===== src/logic/cpft_pkg.sv =====
// Package for the cell protection fault timer: constants, option tables and bus carriers
package cpft_pkg;

	// ----------------------------------------------------------------
	// Fault channel indices
	// ----------------------------------------------------------------
	localparam int NUM_FAULTS = 5;
	localparam int F_OVP      = 0;	// Cell overvoltage
	localparam int F_UVP      = 1;	// Cell undervoltage
	localparam int F_OCD      = 2;	// Discharge overcurrent
	localparam int F_OCC      = 3;	// Charge overcurrent
	localparam int F_SHT      = 4;	// Load short circuit

	// ----------------------------------------------------------------
	// Timing: the delay timers run on a 1 us tick from a divider
	// ----------------------------------------------------------------
	localparam int CLK_MHZ     = 250;
	localparam int TICK_US     = 1;
	localparam int TICK_CYCLES = TICK_US * CLK_MHZ;
	localparam int CNT_W       = 23;	// Holds 4.5 s of 1 us ticks

	// Manufacture-time delay options in microseconds, four each
	localparam int unsigned OVP_OPT_US [4] = '{250000, 1000000, 1250000, 4500000};
	localparam int unsigned UVP_OPT_US [4] = '{20000, 96000, 125000, 144000};
	localparam int unsigned OCD_OPT_US [4] = '{8000, 16000, 20000, 48000};
	localparam int unsigned OCC_OPT_US [4] = '{4000, 6000, 8000, 16000};
	localparam int unsigned SHT_DLY_US     = 250;	// Fixed, not selectable
	localparam int unsigned REC_DLY_US     = 1000;	// Recovery hold time

	// Factory selections
	localparam int OVP_SEL = 0;
	localparam int UVP_SEL = 0;
	localparam int OCD_SEL = 0;
	localparam int OCC_SEL = 0;

	// ----------------------------------------------------------------
	// Register map
	// ----------------------------------------------------------------
	localparam int         ADDR_W        = 8;
	localparam logic [7:0] REG_STATUS    = 8'h00;
	localparam logic [7:0] REG_CONTROL   = 8'h04;
	localparam logic [7:0] REG_CONFIG    = 8'h08;
	localparam logic [1:0] CONTROL_RESET = 2'h0;
	localparam int         CTL_FORCE_CHG = 0;
	localparam int         CTL_FORCE_DSG = 1;
	localparam logic [1:0] RESP_OKAY     = 2'h0;
	localparam logic [1:0] RESP_DECERR   = 2'h3;

	// ----------------------------------------------------------------
	// AXI4-Lite carriers
	// ----------------------------------------------------------------
	typedef struct packed {
		logic              awvalid;
		logic [ADDR_W-1:0] awaddr;
		logic              wvalid;
		logic [31:0]       wdata;
		logic [3:0]        wstrb;
		logic              bready;
		logic              arvalid;
		logic [ADDR_W-1:0] araddr;
		logic              rready;
	} cpft_axil_req_t;

	typedef struct packed {
		logic        awready;
		logic        wready;
		logic        bvalid;
		logic [1:0]  bresp;
		logic        arready;
		logic        rvalid;
		logic [31:0] rdata;
		logic [1:0]  rresp;
	} cpft_axil_rsp_t;

endpackage


===== src/logic/cpft_fault_timer.sv =====
// Fault timing and gate control of a single-cell protector, with AXI4-Lite status access
`timescale 1ns/1ps

// How it works
// - Overvoltage held for its delay drops charge gate
// - Undervoltage held for its delay drops discharge gate
// - Discharge overcurrent held for delay drops discharge gate
// - Load short drops discharge gate after fixed delay
// - Charge overcurrent held for delay drops charge gate
// - Timer starts on fault; trips if still present
// - Recovery timer restores gate if fault stays away
// - Thresholds and delays fixed; never writable
// - Zero-volt charging only with charger above minimum
// - Depleted cell: charge gate high at start level
// - Cell below inhibit level: charge gate only through zero-volt path
// - Gate high means FET on, low off
// - Normal mode keeps both gates on
// - Undervoltage state disables charge overcurrent detection
module cpft_fault_timer #(
	parameter int unsigned TICK_CYCLES     = cpft_pkg::TICK_CYCLES,
	parameter int unsigned OVP_DLY_TICKS   = cpft_pkg::OVP_OPT_US[cpft_pkg::OVP_SEL] / cpft_pkg::TICK_US,
	parameter int unsigned UVP_DLY_TICKS   = cpft_pkg::UVP_OPT_US[cpft_pkg::UVP_SEL] / cpft_pkg::TICK_US,
	parameter int unsigned OCD_DLY_TICKS   = cpft_pkg::OCD_OPT_US[cpft_pkg::OCD_SEL] / cpft_pkg::TICK_US,
	parameter int unsigned OCC_DLY_TICKS   = cpft_pkg::OCC_OPT_US[cpft_pkg::OCC_SEL] / cpft_pkg::TICK_US,
	parameter int unsigned SHT_DLY_TICKS   = cpft_pkg::SHT_DLY_US / cpft_pkg::TICK_US,
	parameter int unsigned REC_DLY_TICKS   = cpft_pkg::REC_DLY_US / cpft_pkg::TICK_US,
	parameter bit          ZERO_VOLT_CHG   = 1'b1
) (
	input  wire logic                       clk,
	input  wire logic                       rst_n,
	input  wire logic                       cell_overvoltage_fault,
	input  wire logic                       cell_undervoltage_fault,
	input  wire logic                       discharge_overcurrent_fault,
	input  wire logic                       charge_overcurrent_fault,
	input  wire logic                       load_short_fault,
	input  wire logic                       charger_above_min,
	input  wire logic                       zero_volt_charge_start_level,
	input  wire logic                       zero_volt_charge_inhibit_level,
	input  wire cpft_pkg::cpft_axil_req_t   axil_req,
	output cpft_pkg::cpft_axil_rsp_t        axil_rsp,
	output logic                            charge_gate_out,
	output logic                            discharge_gate_out
);

	// ----------------------------------------------------------------
	// Pin synchronisers
	// ----------------------------------------------------------------
	localparam int NPIN = 8;
	localparam int NF   = cpft_pkg::NUM_FAULTS;

	logic [NPIN-1:0] pin_meta_r;
	logic [NPIN-1:0] pin_sync_r;
	logic [NF-1:0]   flt_s;
	logic            chgr_ok_s;
	logic            zv_start_s;
	logic            depleted_s;

	// Comparator outputs are asynchronous to clk, so two stages first
	always_ff @(posedge clk) begin
		if (!rst_n) begin
			pin_meta_r <= '0;
			pin_sync_r <= '0;
		end else begin
			pin_meta_r <= {zero_volt_charge_inhibit_level, zero_volt_charge_start_level, charger_above_min,
				load_short_fault, charge_overcurrent_fault, discharge_overcurrent_fault,
				cell_undervoltage_fault, cell_overvoltage_fault};
			pin_sync_r <= pin_meta_r;
		end
	end

	assign flt_s      = pin_sync_r[NF-1:0];
	assign chgr_ok_s  = pin_sync_r[5];
	assign zv_start_s = pin_sync_r[6];
	assign depleted_s = pin_sync_r[7];

	// ----------------------------------------------------------------
	// Oscillator tick divider
	// ----------------------------------------------------------------
	logic [15:0] tick_cnt_r;
	logic        tick;

	assign tick = (tick_cnt_r == 16'(TICK_CYCLES - 1));

	// One enable pulse per tick period; all delays count these pulses
	always_ff @(posedge clk) begin
		if (!rst_n) begin
			tick_cnt_r <= 16'h0000;
		end else if (tick) begin
			tick_cnt_r <= 16'h0000;
		end else begin
			tick_cnt_r <= tick_cnt_r + 16'h0001;
		end
	end

	// ----------------------------------------------------------------
	// Fault delay and recovery timers
	// ----------------------------------------------------------------
	localparam int CW = cpft_pkg::CNT_W;
	// Limits are elaboration constants: nothing at run time can alter them
	localparam logic [CW-1:0] TRIP_LIM [NF] = '{CW'(OVP_DLY_TICKS), CW'(UVP_DLY_TICKS),
		CW'(OCD_DLY_TICKS), CW'(OCC_DLY_TICKS), CW'(SHT_DLY_TICKS)};
	localparam logic [CW-1:0] REC_LIM = CW'(REC_DLY_TICKS);

	logic [NF-1:0] trip_r;
	logic [NF-1:0] flt_eff;
	logic [CW-1:0] cnt_r [NF];

	// Charge overcurrent sensing is blind while the cell is over-discharged
	always_comb begin
		flt_eff                  = flt_s;
		flt_eff[cpft_pkg::F_OCC] = flt_s[cpft_pkg::F_OCC] & ~trip_r[cpft_pkg::F_UVP];
	end

	for (genvar i = 0; i < NF; i++) begin : g_chan
		logic          run;
		logic [CW-1:0] lim;

		// Counting toward a trip while idle, toward release while tripped
		assign run = trip_r[i] ? ~flt_eff[i] : flt_eff[i];
		assign lim = trip_r[i] ? REC_LIM : TRIP_LIM[i];

		// A broken run restarts the count, so only a steady condition acts
		always_ff @(posedge clk) begin
			if (!rst_n) begin
				trip_r[i] <= 1'b0;
				cnt_r[i]  <= '0;
			end else if (!run) begin
				cnt_r[i] <= '0;
			end else if (tick) begin
				if (cnt_r[i] == lim - CW'(1)) begin
					trip_r[i] <= ~trip_r[i];
					cnt_r[i]  <= '0;
				end else begin
					cnt_r[i] <= cnt_r[i] + CW'(1);
				end
			end
		end
	end

	// ----------------------------------------------------------------
	// Gate drive
	// ----------------------------------------------------------------
	logic [1:0] control_r;
	logic       chg_nxt;
	logic       dsg_nxt;

	// Gate high turns the FET on; a tripped fault on its side turns it off, charge overcurrent not while undervoltage is tripped
	always_comb begin
		dsg_nxt = ~(trip_r[cpft_pkg::F_UVP] | trip_r[cpft_pkg::F_OCD] | trip_r[cpft_pkg::F_SHT])
			& ~control_r[cpft_pkg::CTL_FORCE_DSG];
		if (depleted_s) begin
			// Depleted cell: charge only through the zero-volt path
			chg_nxt = ZERO_VOLT_CHG & chgr_ok_s & zv_start_s
				& ~control_r[cpft_pkg::CTL_FORCE_CHG];
		end else begin
			chg_nxt = ~(trip_r[cpft_pkg::F_OVP]
				| (trip_r[cpft_pkg::F_OCC] & ~trip_r[cpft_pkg::F_UVP]))
				& ~control_r[cpft_pkg::CTL_FORCE_CHG];
		end
	end

	// Gates come up on after reset, as in normal mode
	always_ff @(posedge clk) begin
		if (!rst_n) begin
			charge_gate_out    <= 1'b1;
			discharge_gate_out <= 1'b1;
		end else begin
			charge_gate_out    <= chg_nxt;
			discharge_gate_out <= dsg_nxt;
		end
	end

	// ----------------------------------------------------------------
	// AXI4-Lite slave
	// ----------------------------------------------------------------
	logic        bvalid_r;
	logic [1:0]  bresp_r;
	logic        rvalid_r;
	logic [31:0] rdata_r;
	logic [1:0]  rresp_r;
	logic        wr_go;
	logic        rd_go;
	logic [31:0] status_word;
	logic [31:0] config_word;

	// Address and data are taken together; simpler than two holding slots
	assign wr_go = axil_req.awvalid & axil_req.wvalid & ~bvalid_r;
	assign rd_go = axil_req.arvalid & ~rvalid_r;

	assign axil_rsp.awready = wr_go;
	assign axil_rsp.wready  = wr_go;
	assign axil_rsp.bvalid  = bvalid_r;
	assign axil_rsp.bresp   = bresp_r;
	assign axil_rsp.arready = rd_go;
	assign axil_rsp.rvalid  = rvalid_r;
	assign axil_rsp.rdata   = rdata_r;
	assign axil_rsp.rresp   = rresp_r;

	assign status_word = {20'h00000, discharge_gate_out, charge_gate_out, flt_s, trip_r};
	// Delay selections are visible but read-only
	assign config_word = {8'h00, 2'(cpft_pkg::OCC_SEL), 2'(cpft_pkg::OCD_SEL),
		2'(cpft_pkg::UVP_SEL), 2'(cpft_pkg::OVP_SEL), 15'h0000, ZERO_VOLT_CHG};

	// Control register; only byte lane 0 carries bits
	always_ff @(posedge clk) begin
		if (!rst_n) begin
			control_r <= cpft_pkg::CONTROL_RESET;
		end else if (wr_go && axil_req.awaddr == cpft_pkg::REG_CONTROL && axil_req.wstrb[0]) begin
			control_r <= axil_req.wdata[1:0];
		end
	end

	// Write response one cycle after the take
	always_ff @(posedge clk) begin
		if (!rst_n) begin
			bvalid_r <= 1'b0;
			bresp_r  <= cpft_pkg::RESP_OKAY;
		end else if (wr_go) begin
			bvalid_r <= 1'b1;
			bresp_r  <= (axil_req.awaddr == cpft_pkg::REG_STATUS || axil_req.awaddr == cpft_pkg::REG_CONTROL
				|| axil_req.awaddr == cpft_pkg::REG_CONFIG) ? cpft_pkg::RESP_OKAY : cpft_pkg::RESP_DECERR;
		end else if (axil_req.bready) begin
			bvalid_r <= 1'b0;
		end
	end

	// Read data one cycle after the take
	always_ff @(posedge clk) begin
		if (!rst_n) begin
			rvalid_r <= 1'b0;
			rdata_r  <= 32'h00000000;
			rresp_r  <= cpft_pkg::RESP_OKAY;
		end else if (rd_go) begin
			rvalid_r <= 1'b1;
			rresp_r  <= cpft_pkg::RESP_OKAY;
			unique case (axil_req.araddr)
				cpft_pkg::REG_STATUS:  rdata_r <= status_word;
				cpft_pkg::REG_CONTROL: rdata_r <= {30'h00000000, control_r};
				cpft_pkg::REG_CONFIG:  rdata_r <= config_word;
				default: begin
					rdata_r <= 32'h00000000;
					rresp_r <= cpft_pkg::RESP_DECERR;
				end
			endcase
		end else if (axil_req.rready) begin
			rvalid_r <= 1'b0;
		end
	end

	logic normal_mode;
	assign normal_mode = ~|trip_r & ~|control_r & ~depleted_s;

	// ----------------------------------------------------------------
	// Per-channel timer checks
	// ----------------------------------------------------------------
	// A trip or a release off its terminal count would mean a glitch acted
	for (genvar k = 0; k < NF; k++) begin : g_chk

	end
endmodule


===== config.mk =====
export PLATFORM = sky130hd
export DESIGN_NAME = cpft_fault_timer
export DESIGN_NICKNAME = d
export VERILOG_FILES = /design/src/logic/cpft_pkg.sv /design/src/logic/cpft_fault_timer.sv
export SDC_FILE = /design/constraint.sdc
export NUM_CORES = 1
export LEC_CHECK = 0
export ABC_AREA = 1
export CELL_PAD_IN_SITES_DETAIL_PLACEMENT = 0
export CELL_PAD_IN_SITES_GLOBAL_PLACEMENT = 1
export CORE_MARGIN = 1.5
export CORE_UTILIZATION = 48
export CTS_BUF_LIST = sky130_fd_sc_hd__clkbuf_4 sky130_fd_sc_hd__clkbuf_8 sky130_fd_sc_hd__clkbuf_16
export CTS_CLUSTER_DIAMETER = 30
export DETAILED_ROUTE_END_ITERATION = 8
export DONT_BUFFER_PORTS = 1
export PLACE_DENSITY_LB_ADDON = 0.1
export SETUP_SLACK_MARGIN = 0.1
export SLEW_MARGIN = 10
export SYNTH_ARGS = -nofsm -noshare
export SYNTH_HDL_FRONTEND = slang
export SYNTH_SLANG_ARGS = --single-unit

===== constraint.sdc =====
create_clock -name clk -period 2.4 [get_ports clk]
set_input_delay 0 -clock clk [delete_from_list [all_inputs] [get_ports clk]]
set_output_delay 0 -clock clk [all_outputs]
set_load 0.005 [all_outputs]

# Word-level counts from Yosys, hierarchy flattened
# Memories as Yosys holds them, arrays and structs flattened.
# Cells that the tools add are included.
dict set report totals {
  mem_count 1
  register_bits 79
  wordCells 196
  in_bits 67
  ram_bits 115
  output_inout_bits 43
}
# memory words word_bits read_ports rd_ports_with_merged_regs write_ports line_no
set memory_table {}
lappend memory_table {cnt_r 5 23 5 0 5 cpft_fault_timer.sv:106} ;# logic [CW-1:0] cnt_r [NF];
dict set report op_classes {
  add_sub_neg 11
  eq_ne 10
  reduce_logical 15
  mux 99
  bitwise_logic 44
}
# cell n
set op_table {}
lappend op_table {{$mux W23} 15}
lappend op_table {{$add A23 B1 Y23 const B} 5}
lappend op_table {{$eq A23 B23 Y1} 5}
lappend op_table {{$mux W1} 76}
lappend op_table {{$pmux W12 S3} 1}
lappend op_table {{$sub A18 B1 Y19 const B} 1}
lappend op_table {{$mux W18} 1}
lappend op_table {{$or A1 B1 Y1} 18}
lappend op_table {{$not A1 Y1} 17}
lappend op_table {{$add A16 B1 Y16 const B} 1}
lappend op_table {{$eq A16 B8 Y1 const B} 1}
lappend op_table {{$eq A8 B3 Y1 const B} 2}
lappend op_table {{$eq A8 B4 Y1 const B} 2}
lappend op_table {{$logic_not A8 Y1} 2}
lappend op_table {{$sub A15 B1 Y16 const B} 1}
lappend op_table {{$mux W15} 1}
lappend op_table {{$reduce_and A3 Y1} 5}
lappend op_table {{$sub A13 B1 Y14 const B} 1}
lappend op_table {{$mux W13} 1}
lappend op_table {{$sub A12 B1 Y13 const B} 1}
lappend op_table {{$mux W12} 1}
lappend op_table {{$sub A10 B1 Y11 const B} 1}
lappend op_table {{$mux W10} 1}
lappend op_table {{$and A1 B1 Y1} 9}
lappend op_table {{6 further kinds} 10}

# Depth between registers and ports, before layout
# Gate-level depths: netlist of the first run.
dict set report logic_depth {
  depth_word 10
  ltp_mapped 12
  depth_no_buf 12
}

# Worst setup path before layout of the first run
# Ideal clock, no wire load.
dict set report synth_timing {
  path_kind {flip-flop to flip-flop}
  from {register tick_cnt_r[0]}
  to {memory cnt_r[2][0] (netlist bit) (enable)}
  required_ps 2020
  path_slack_ps 327
  t_arrival_ps 1693
  synth_period_minus_slack_ps 2073
  path_stages_with_launch 10
  setup_time_ps 380
  path_buffers 0
  path_cell_list {dfxtp_1 > ha_1 > inv_1 > nor2_1 > nand2_1 > nor2_4 > nand2_4 > nand2_1 > inv_1 > nand2_1}
}
# item line_no
set synth_lines {}
lappend synth_lines {{start: declaration} cpft_fault_timer.sv:79} ;# logic [15:0] tick_cnt_r;
lappend synth_lines {{start signal: assignment} cpft_fault_timer.sv:91} ;# tick_cnt_r <= tick_cnt_r + 16'h0001;
lappend synth_lines {{end: declaration} cpft_fault_timer.sv:106}

# Final worst setup path of the first run
dict set report layout_timing {
  from {register bvalid_r}
  to {register control_r[1]}
}
dict set report layout_via {
  elab_chain_len 4
}
# item line_no
set layout_lines {}
lappend layout_lines {{start: declaration} cpft_fault_timer.sv:176} ;# logic bvalid_r;
lappend layout_lines {{start signal: assignment} cpft_fault_timer.sv:216} ;# bvalid_r <= 1'b0;
lappend layout_lines {{start signal: assignment} cpft_fault_timer.sv:219} ;# bvalid_r <= 1'b1;
lappend layout_lines {{start signal: assignment} cpft_fault_timer.sv:223} ;# bvalid_r <= 1'b0;
lappend layout_lines {{$not A1 Y1} cpft_fault_timer.sv:187} ;# assign wr_go = axil_req.awvalid & axil_req.wvalid & ~bvalid_r;
lappend layout_lines {{$and A1 B1 Y1} cpft_fault_timer.sv:187}
lappend layout_lines {{$logic_and A1 B1 Y1 (2 in a row)} cpft_fault_timer.sv:208} ;# end else if (wr_go && axil_req.awaddr == cpft_pkg::REG_CONTROL && axil_req.wstrb[0]) begin
lappend layout_lines {{end signal: assignment} cpft_fault_timer.sv:207} ;# control_r <= cpft_pkg::CONTROL_RESET;
lappend layout_lines {{end signal: assignment} cpft_fault_timer.sv:209} ;# control_r <= axil_req.wdata[1:0];
lappend layout_lines {{end: declaration} cpft_fault_timer.sv:143} ;# logic [1:0] control_r;
# Every way passes these cells.
# A chain may end at the register's enable or synchronous reset.

==> flow_summary.json, run 1 <==
{
  "crit_type": "reg2reg",
  "cts_buffer_depth": 2,
  "worstPathCellList": "nor2_1 > nand2_1 > nor2_1 > nand2_1 > nor2_1 > dlygate4sd3_1 > nor3_1 > dlygate4sd3_1",
  "worstSkewPairLatency_ps": 430,
  "max-vdd-ir-drop_mv": 0.4628,
  "dp_cells": 1558,
  "ys_top_cells_by_area": "edfxtp_1 (35%), dfxtp_1 (11%), nand2_1 (11%), nor2_1 (10%), inv_1 (6.1%)",
  "min_from": "axil_req[1]",
  "detail-route-antenna-nets": 0,
  "vias": 7974,
  "place.gp.congestion": 0.8402,
  "cellPowerDensity_nw_per_um2": 568.6,
  "rows": 52,
  "drv_cap": 0,
  "clk_pin_slew_ps": 60,
  "postLayoutCellArea_um2": 11130,
  "crit_slowest_cell": "dlygate4sd3_1",
  "clock_sinks": 172,
  "place_area_um2": 10220,
  "finalSetupViolCount": 0,
  "synth-compound-area-share_pct": 4.638,
  "nets": 1411,
  "fmax_ghz": 0.4516,
  "post_drt_via_cell_ratio": 4.922,
  "min_period_ps": 2215,
  "synth_edf_count": 115,
  "cts_max_level": 4,
  "cts_tree": "yes",
  "n_fill_cell": 1967,
  "worst_slew_pin_slew_ps": 575.4,
  "synth_seq_cells": 172,
  "synth_cell_types": 40,
  "grt-ovfl-total": 0,
  "relSlewSlack_pct": 61.64,
  "synthArstFlopShare_pct": 0,
  "postCtsSetupRepairBufs": 0,
  "synth.largest_area_cell": "edfxtp_1",
  "wl_per_cell_um": 13.36,
  "max_stage_delay_ps": 570,
  "die-area_um2": 21670,
  "post-route-drc-count": 0,
  "synth_xor_area_share_pct": 6.143,
  "area_growth_pct": 11.50,
  "hold_violations": 0,
  "die_x_um": 147.2,
  "worst_hold_path_type": "in2reg",
  "post-route-period-util_pct": 92.27,
  "num_antenna_cells": 0,
  "port_buffers": 0,
  "dpl_worst_slack_ps": 343.4,
  "skew_ps": 8.415,
  "cts_root_buffer": "clkbuf_16",
  "grt_setup_unrepaired": "no",
  "cp.required_ps": 2710,
  "setup_ws_ps": 185.4,
  "die_h_um": 147.2,
  "seq_area_frac_synth_pct": 46.03,
  "netlist_area_um2": 9981,
  "seq_area_um2": 4594,
  "synth_cells": 1302,
  "grt.total_usage_pct": 20.84,
  "io_pins": 110,
  "cp_max_fo": 4,
  "rrSetupSlack_ps": 190,
  "grt_pass1_wl_um": 36600,
  "tns_ps": 0,
  "slew_violations": 0,
  "synth-warning-count": 0,
  "status": "finished clean",
  "grt_pass1_vias": 7351,
  "grt_max_degree": 39,
  "path_common_cell": "nor2_1",
  "drive_above_1_share_pct": 7.111,
  "wirelength_um": 21650,
  "start_util_pct": 49.17,
  "cellLeakagePower_nw": 4.345,
  "worstPathArrival_ps": 2520,
  "drt-initial-drc-count": 422,
  "synth_top_family_by_area": "simple AND/OR/NAND/NOR gates",
  "netlist.area_leader.share_pct": 34.60,
  "critPathLaunch": "bvalid_r",
  "multi_input_area_um2": 4478,
  "ys.flop_type": "edfxtp_1",
  "critPathBufInv": 2,
  "critPathLaunchType": "register",
  "synthAdderAreaFrac_pct": 0.8775,
  "path_delay_family": "buffers and inverters",
  "antenna_found_initial": 1,
  "synthMuxAreaShare_pct": 0,
  "yosys.area_share.simple_pct": 32.43,
  "timing.rr.start": "bvalid_r",
  "drt_first_pass_iters": 5,
  "final_cells": 1620,
  "synth.avg_cell_area_um2": 7.666,
  "endpoint_kind": "register",
  "cts_made_buffers": 17,
  "post-route-util_pct": 54.82,
  "coreArea_um2": 20300,
  "dp_hpwl_um": 15460,
  "cts_resized": 0
}
-- layer usage --
metal  wire length [um]  track usage (%)
met4                185            5.400
met3                738            3.789
met1              10750            29.68
met2               9976            32.75
met5                  0                0
-- cell usage in the layout (no fill, tap or decap), types with 3 or more instances in the layout --
cell type      count
nand3b_1           5
nor3_2             4
conb_1            20
clkinv_4           4
edfxtp_1         115
inv_2              4
nor3_1            41
a21oi_2            3
buf_4             13
o21ai_0           27
nor2_2            15
a31oi_1            4
buf_12             5
dlygate4sd3_1     29
nand2_2            4
or2_2              5
xnor2_1           21
xor2_1            49
nor2_4             6
clkbuf_16         20
ha_1               7
nand2_1          281
nand3_1           76
nor2_1           266
dfxtp_1           57
inv_6              4
inv_1            163
nand4_1           35
a21oi_1           45
-- power by group --
group	internal, mW	switching [mW]
Sequential	3.22	0.0879
Combinational	0.104	0.153
Clock	1.53	1.23
-- path summary, 6_finish.rpt --
path,to,depth (start not counted)
max,control_r[1],8
min,rdata_r[0],5
max reg2reg,control_r[1],8
min reg2reg,pin_sync_r[1],2
-- area by class of cell --
type / count / area share [%]
clock buffers: 20 / 4.497
clock inverters: 12 / 0.8545
inverters: 169 / 5.700
multi-input cells: 930 / 40.24
flip-flops and latches: 172 / 41.29
well taps: 270 / 3.036
repair buffers: 47 / 4.385
-- synthesized netlist by cell type, types with 21 or more instances --
master	n
nand2_1	281
nor2_1	267
inv_1	163
edfxtp_1	115
nand3_1	76
dfxtp_1	57
xor2_1	49
a21oi_1	45
nor3_1	41
nand4_1	35
buf_4	28
o21ai_0	27
xnor2_1	21
-- flip-flops by register name, indices dropped and copies added, names as in the netlist, 2 cells and up --
name         flops
cnt_r          115
status_word      5
tick_cnt_r      16
control_r        2
rdata_r         12
pin_meta_r       8
pin_sync_r       8
-- repair_timing --
item | 4_1_cts | 5_1_grt
endpoints found under the setup margin | 0 | 0
endpoints found under the hold margin | 59 | 0
hold buffers | 30 | 0
-- worst reg2reg max path, cell delays in order, from the launching register on --
cell	delay, ps
dfxtp_1	340
nor2_1	100
nand2_1	110
nor2_1	190
nand2_1	90
nor2_1	90
dlygate4sd3_1	560
nor3_1	60
dlygate4sd3_1	570
-- metrics by stage --
step           power [mW]  hold WS [ps]
2_1_floorplan       3.550         97.63
3_3_place_gp        3.585         76.68
3_5_place_dp        3.586         78.78
4_1_cts             6.406         7.876
5_1_grt             6.568         37.65
6_report            6.328         16.87
-- cells by family (layout without fill, tap and decap cells) --
family,Yosys count,after routing
compound gates,86,86
xor+xnor,70,70
fa+ha+maj,7,7
buf+inv,219,248
flops,172,172
other cells,1,20
simple gates,747,747
(Power assumes the default switching activity.)
==> inputs of run 2 (changes only) <==
Settings changed: PLACE_DENSITY set to 0.78, PLACE_DENSITY_LB_ADDON 0.1 to unset.
Clock period 2.4 ns to 2.47 ns, I/O delays scaled along.
==> run 2 against run 1 <==
Compared with the run above:
- wire length up 0.14%
- design area down 1.3%
- clock skew up 3.2 ps
- global-route usage increased by 0.18 points
- largest cell class unchanged
==> flow_summary.json, run 2 (synthesized netlist as in run 1, its figures left out) <==
{
  "start_util_pct": 49.17,
  "io_pins": 110,
  "detail-route-antenna-nets": 0,
  "place.gp.congestion": 0.8057,
  "grt-ovfl-total": 0,
  "dp_hpwl_um": 15420,
  "port_buffers": 0,
  "relSlewSlack_pct": 61.77,
  "largest_registers": "cnt_r x115, tick_cnt_r x16, rdata_r x12",
  "min_period_ps": 2209,
  "skew_ps": 11.57,
  "fmax_ghz": 0.4528,
  "max-vdd-ir-drop_mv": 0.4160,
  "n_fill_cell": 1979,
  "wirelength_um": 21680,
  "regMostFlops": "cnt_r",
  "worstSkewPairLatency_ps": 440,
  "final_common_cell": "nand2_1",
  "max_stage_delay_ps": 570,
  "die_x_um": 147.2,
  "post-route-drc-count": 0,
  "grt_max_degree": 39,
  "post-route-period-util_pct": 89.42,
  "grt_setup_unrepaired": "no",
  "critPathLaunchType": "register",
  "status": "finished clean",
  "drt_first_pass_iters": 5,
  "grt.total_usage_pct": 21.01,
  "coreArea_um2": 20300,
  "dp_cells": 1553,
  "holdWs_ps": 49.18,
  "num_antenna_cells": 0,
  "worst_slew_pin_slew_ps": 573.4,
  "antenna_found_initial": 0,
  "endpoint_kind": "register",
  "tns_ps": 0,
  "cts_buffer_depth": 2,
  "finalSetupViolCount": 0,
  "min_from": "axil_req[4]",
  "cp_max_fo": 4,
  "grt_pass1_wl_um": 36690,
  "vias": 7978,
  "die-area_um2": 21670,
  "nets": 1402,
  "timing.rr.start": "bvalid_r",
  "mostFrequentLayoutCells": "nand2_1 (281), nor2_1 (265), inv_1 (163), edfxtp_1 (115), nand3_1 (76)",
  "cts_max_level": 4,
  "crit_type": "reg2reg",
  "crit_slowest_cell": "dlygate4sd3_1",
  "rows": 52,
  "cts_root_buffer": "clkbuf_16",
  "final_cells": 1611,
  "grt_pass1_vias": 7542,
  "cellLeakagePower_nw": 4.273,
  "wl_per_cell_um": 13.46,
  "clock_sinks": 172,
  "worst_hold_path_type": "in2reg",
  "cp.required_ps": 2780,
  "area_growth_pct": 10.07,
  "drt-initial-drc-count": 420,
  "cts_tree": "yes",
  "slew_violations": 0,
  "post_drt_via_cell_ratio": 4.952,
  "die_h_um": 147.2,
  "drv_cap": 0,
  "cellPowerDensity_nw_per_um2": 550.0,
  "cts_made_buffers": 17,
  "drive_above_1_share_pct": 6.861,
  "largest_reg_flops": 115,
  "worstPathArrival_ps": 2520,
  "clk_pin_slew_ps": 70,
  "dpl_worst_slack_ps": 387.5,
  "setup_ws_ps": 261.3,
  "hold_violations": 0,
  "critPathLaunch": "bvalid_r",
  "worstPathCellList": "nor2_1 > nand2_1 > nor2_2 > nand2_1 > nor2_1 > dlygate4sd3_1 > nor3_1 > dlygate4sd3_1"
}
## run 2: cell types whose count changed in the layout (fill, tap and decap cells not counted), sizes merged
cell         delta
buf             -5
clkbuf          -1
clkinv          +3
clkinvlp        -1
dlygate4sd3     -4
inv             -1
## run 2: report_power, final
part / switching, mW / internal (mW) / total, mW
registers: 0.0871 / 3.13 / 3.22
logic: 0.146 / 0.0928 / 0.239
clock network: 1.21 / 1.38 / 2.59
## run 2: per-stage QoR
step	utilization, %	cell area (um2)	total power [mW]
floorplan	-	10050	3.450
global placement	49.99	10150	3.477
detailed placement	49.99	10150	3.481
CTS	54.11	10980	6.104
global route	54.12	10990	6.268
finish	54.12	10990	6.043
## run 2: per-layer routing
layer / GRT usage (%) / vias to the layer above / share of wire, %
met5: 0 / - / 0
met4: 6.300 / 0 / 1.6
met3: 4.876 / 20 / 3.5
met2: 33.17 / 114 / 45
met1: 28.78 / 3660 / 50
li1: - / 4184 / -
## run 2: cell type report
cell class                 instances  area [um2]  share of cell area (%)
clock buffer                      19       457.9                   4.169
clock inverter                    13       107.6                  0.9795
inverter                         169       634.4                   5.775
multi-input combinational        930        4481                   40.79
sequential                       172        4594                   41.82
tap                              270       337.8                   3.075
timing repair buffer              38       372.9                   3.394
## run 2: final timing paths
| kind | slack [ps] | cells after the start | end |
|---|---|---|---|
| max | 260 | 8 | control_r[0] |
| min | 50 | 7 | rdata_r[1] |
| max reg2reg | 260 | 8 | control_r[0] |
| min reg2reg | 420 | 2 | pin_sync_r[0] |
## run 2: repair_timing
| action | CTS | global route |
|---|---|---|
| hold endpoints to repair | 59 | 0 |
| buffers inserted | 0 | 0 |
| hold buffers | 26 | 0 |
| resized for setup | 0 | 1 |
| setup endpoints to repair | 0 | 1 |
## run 2: worst max-delay path, delay by kind of cell (launching register included)
family | cells | cell delay (ps)
buffers and inverters | 2 | 1140
flip-flops | 1 | 340
AND/OR/NAND/NOR | 6 | 610
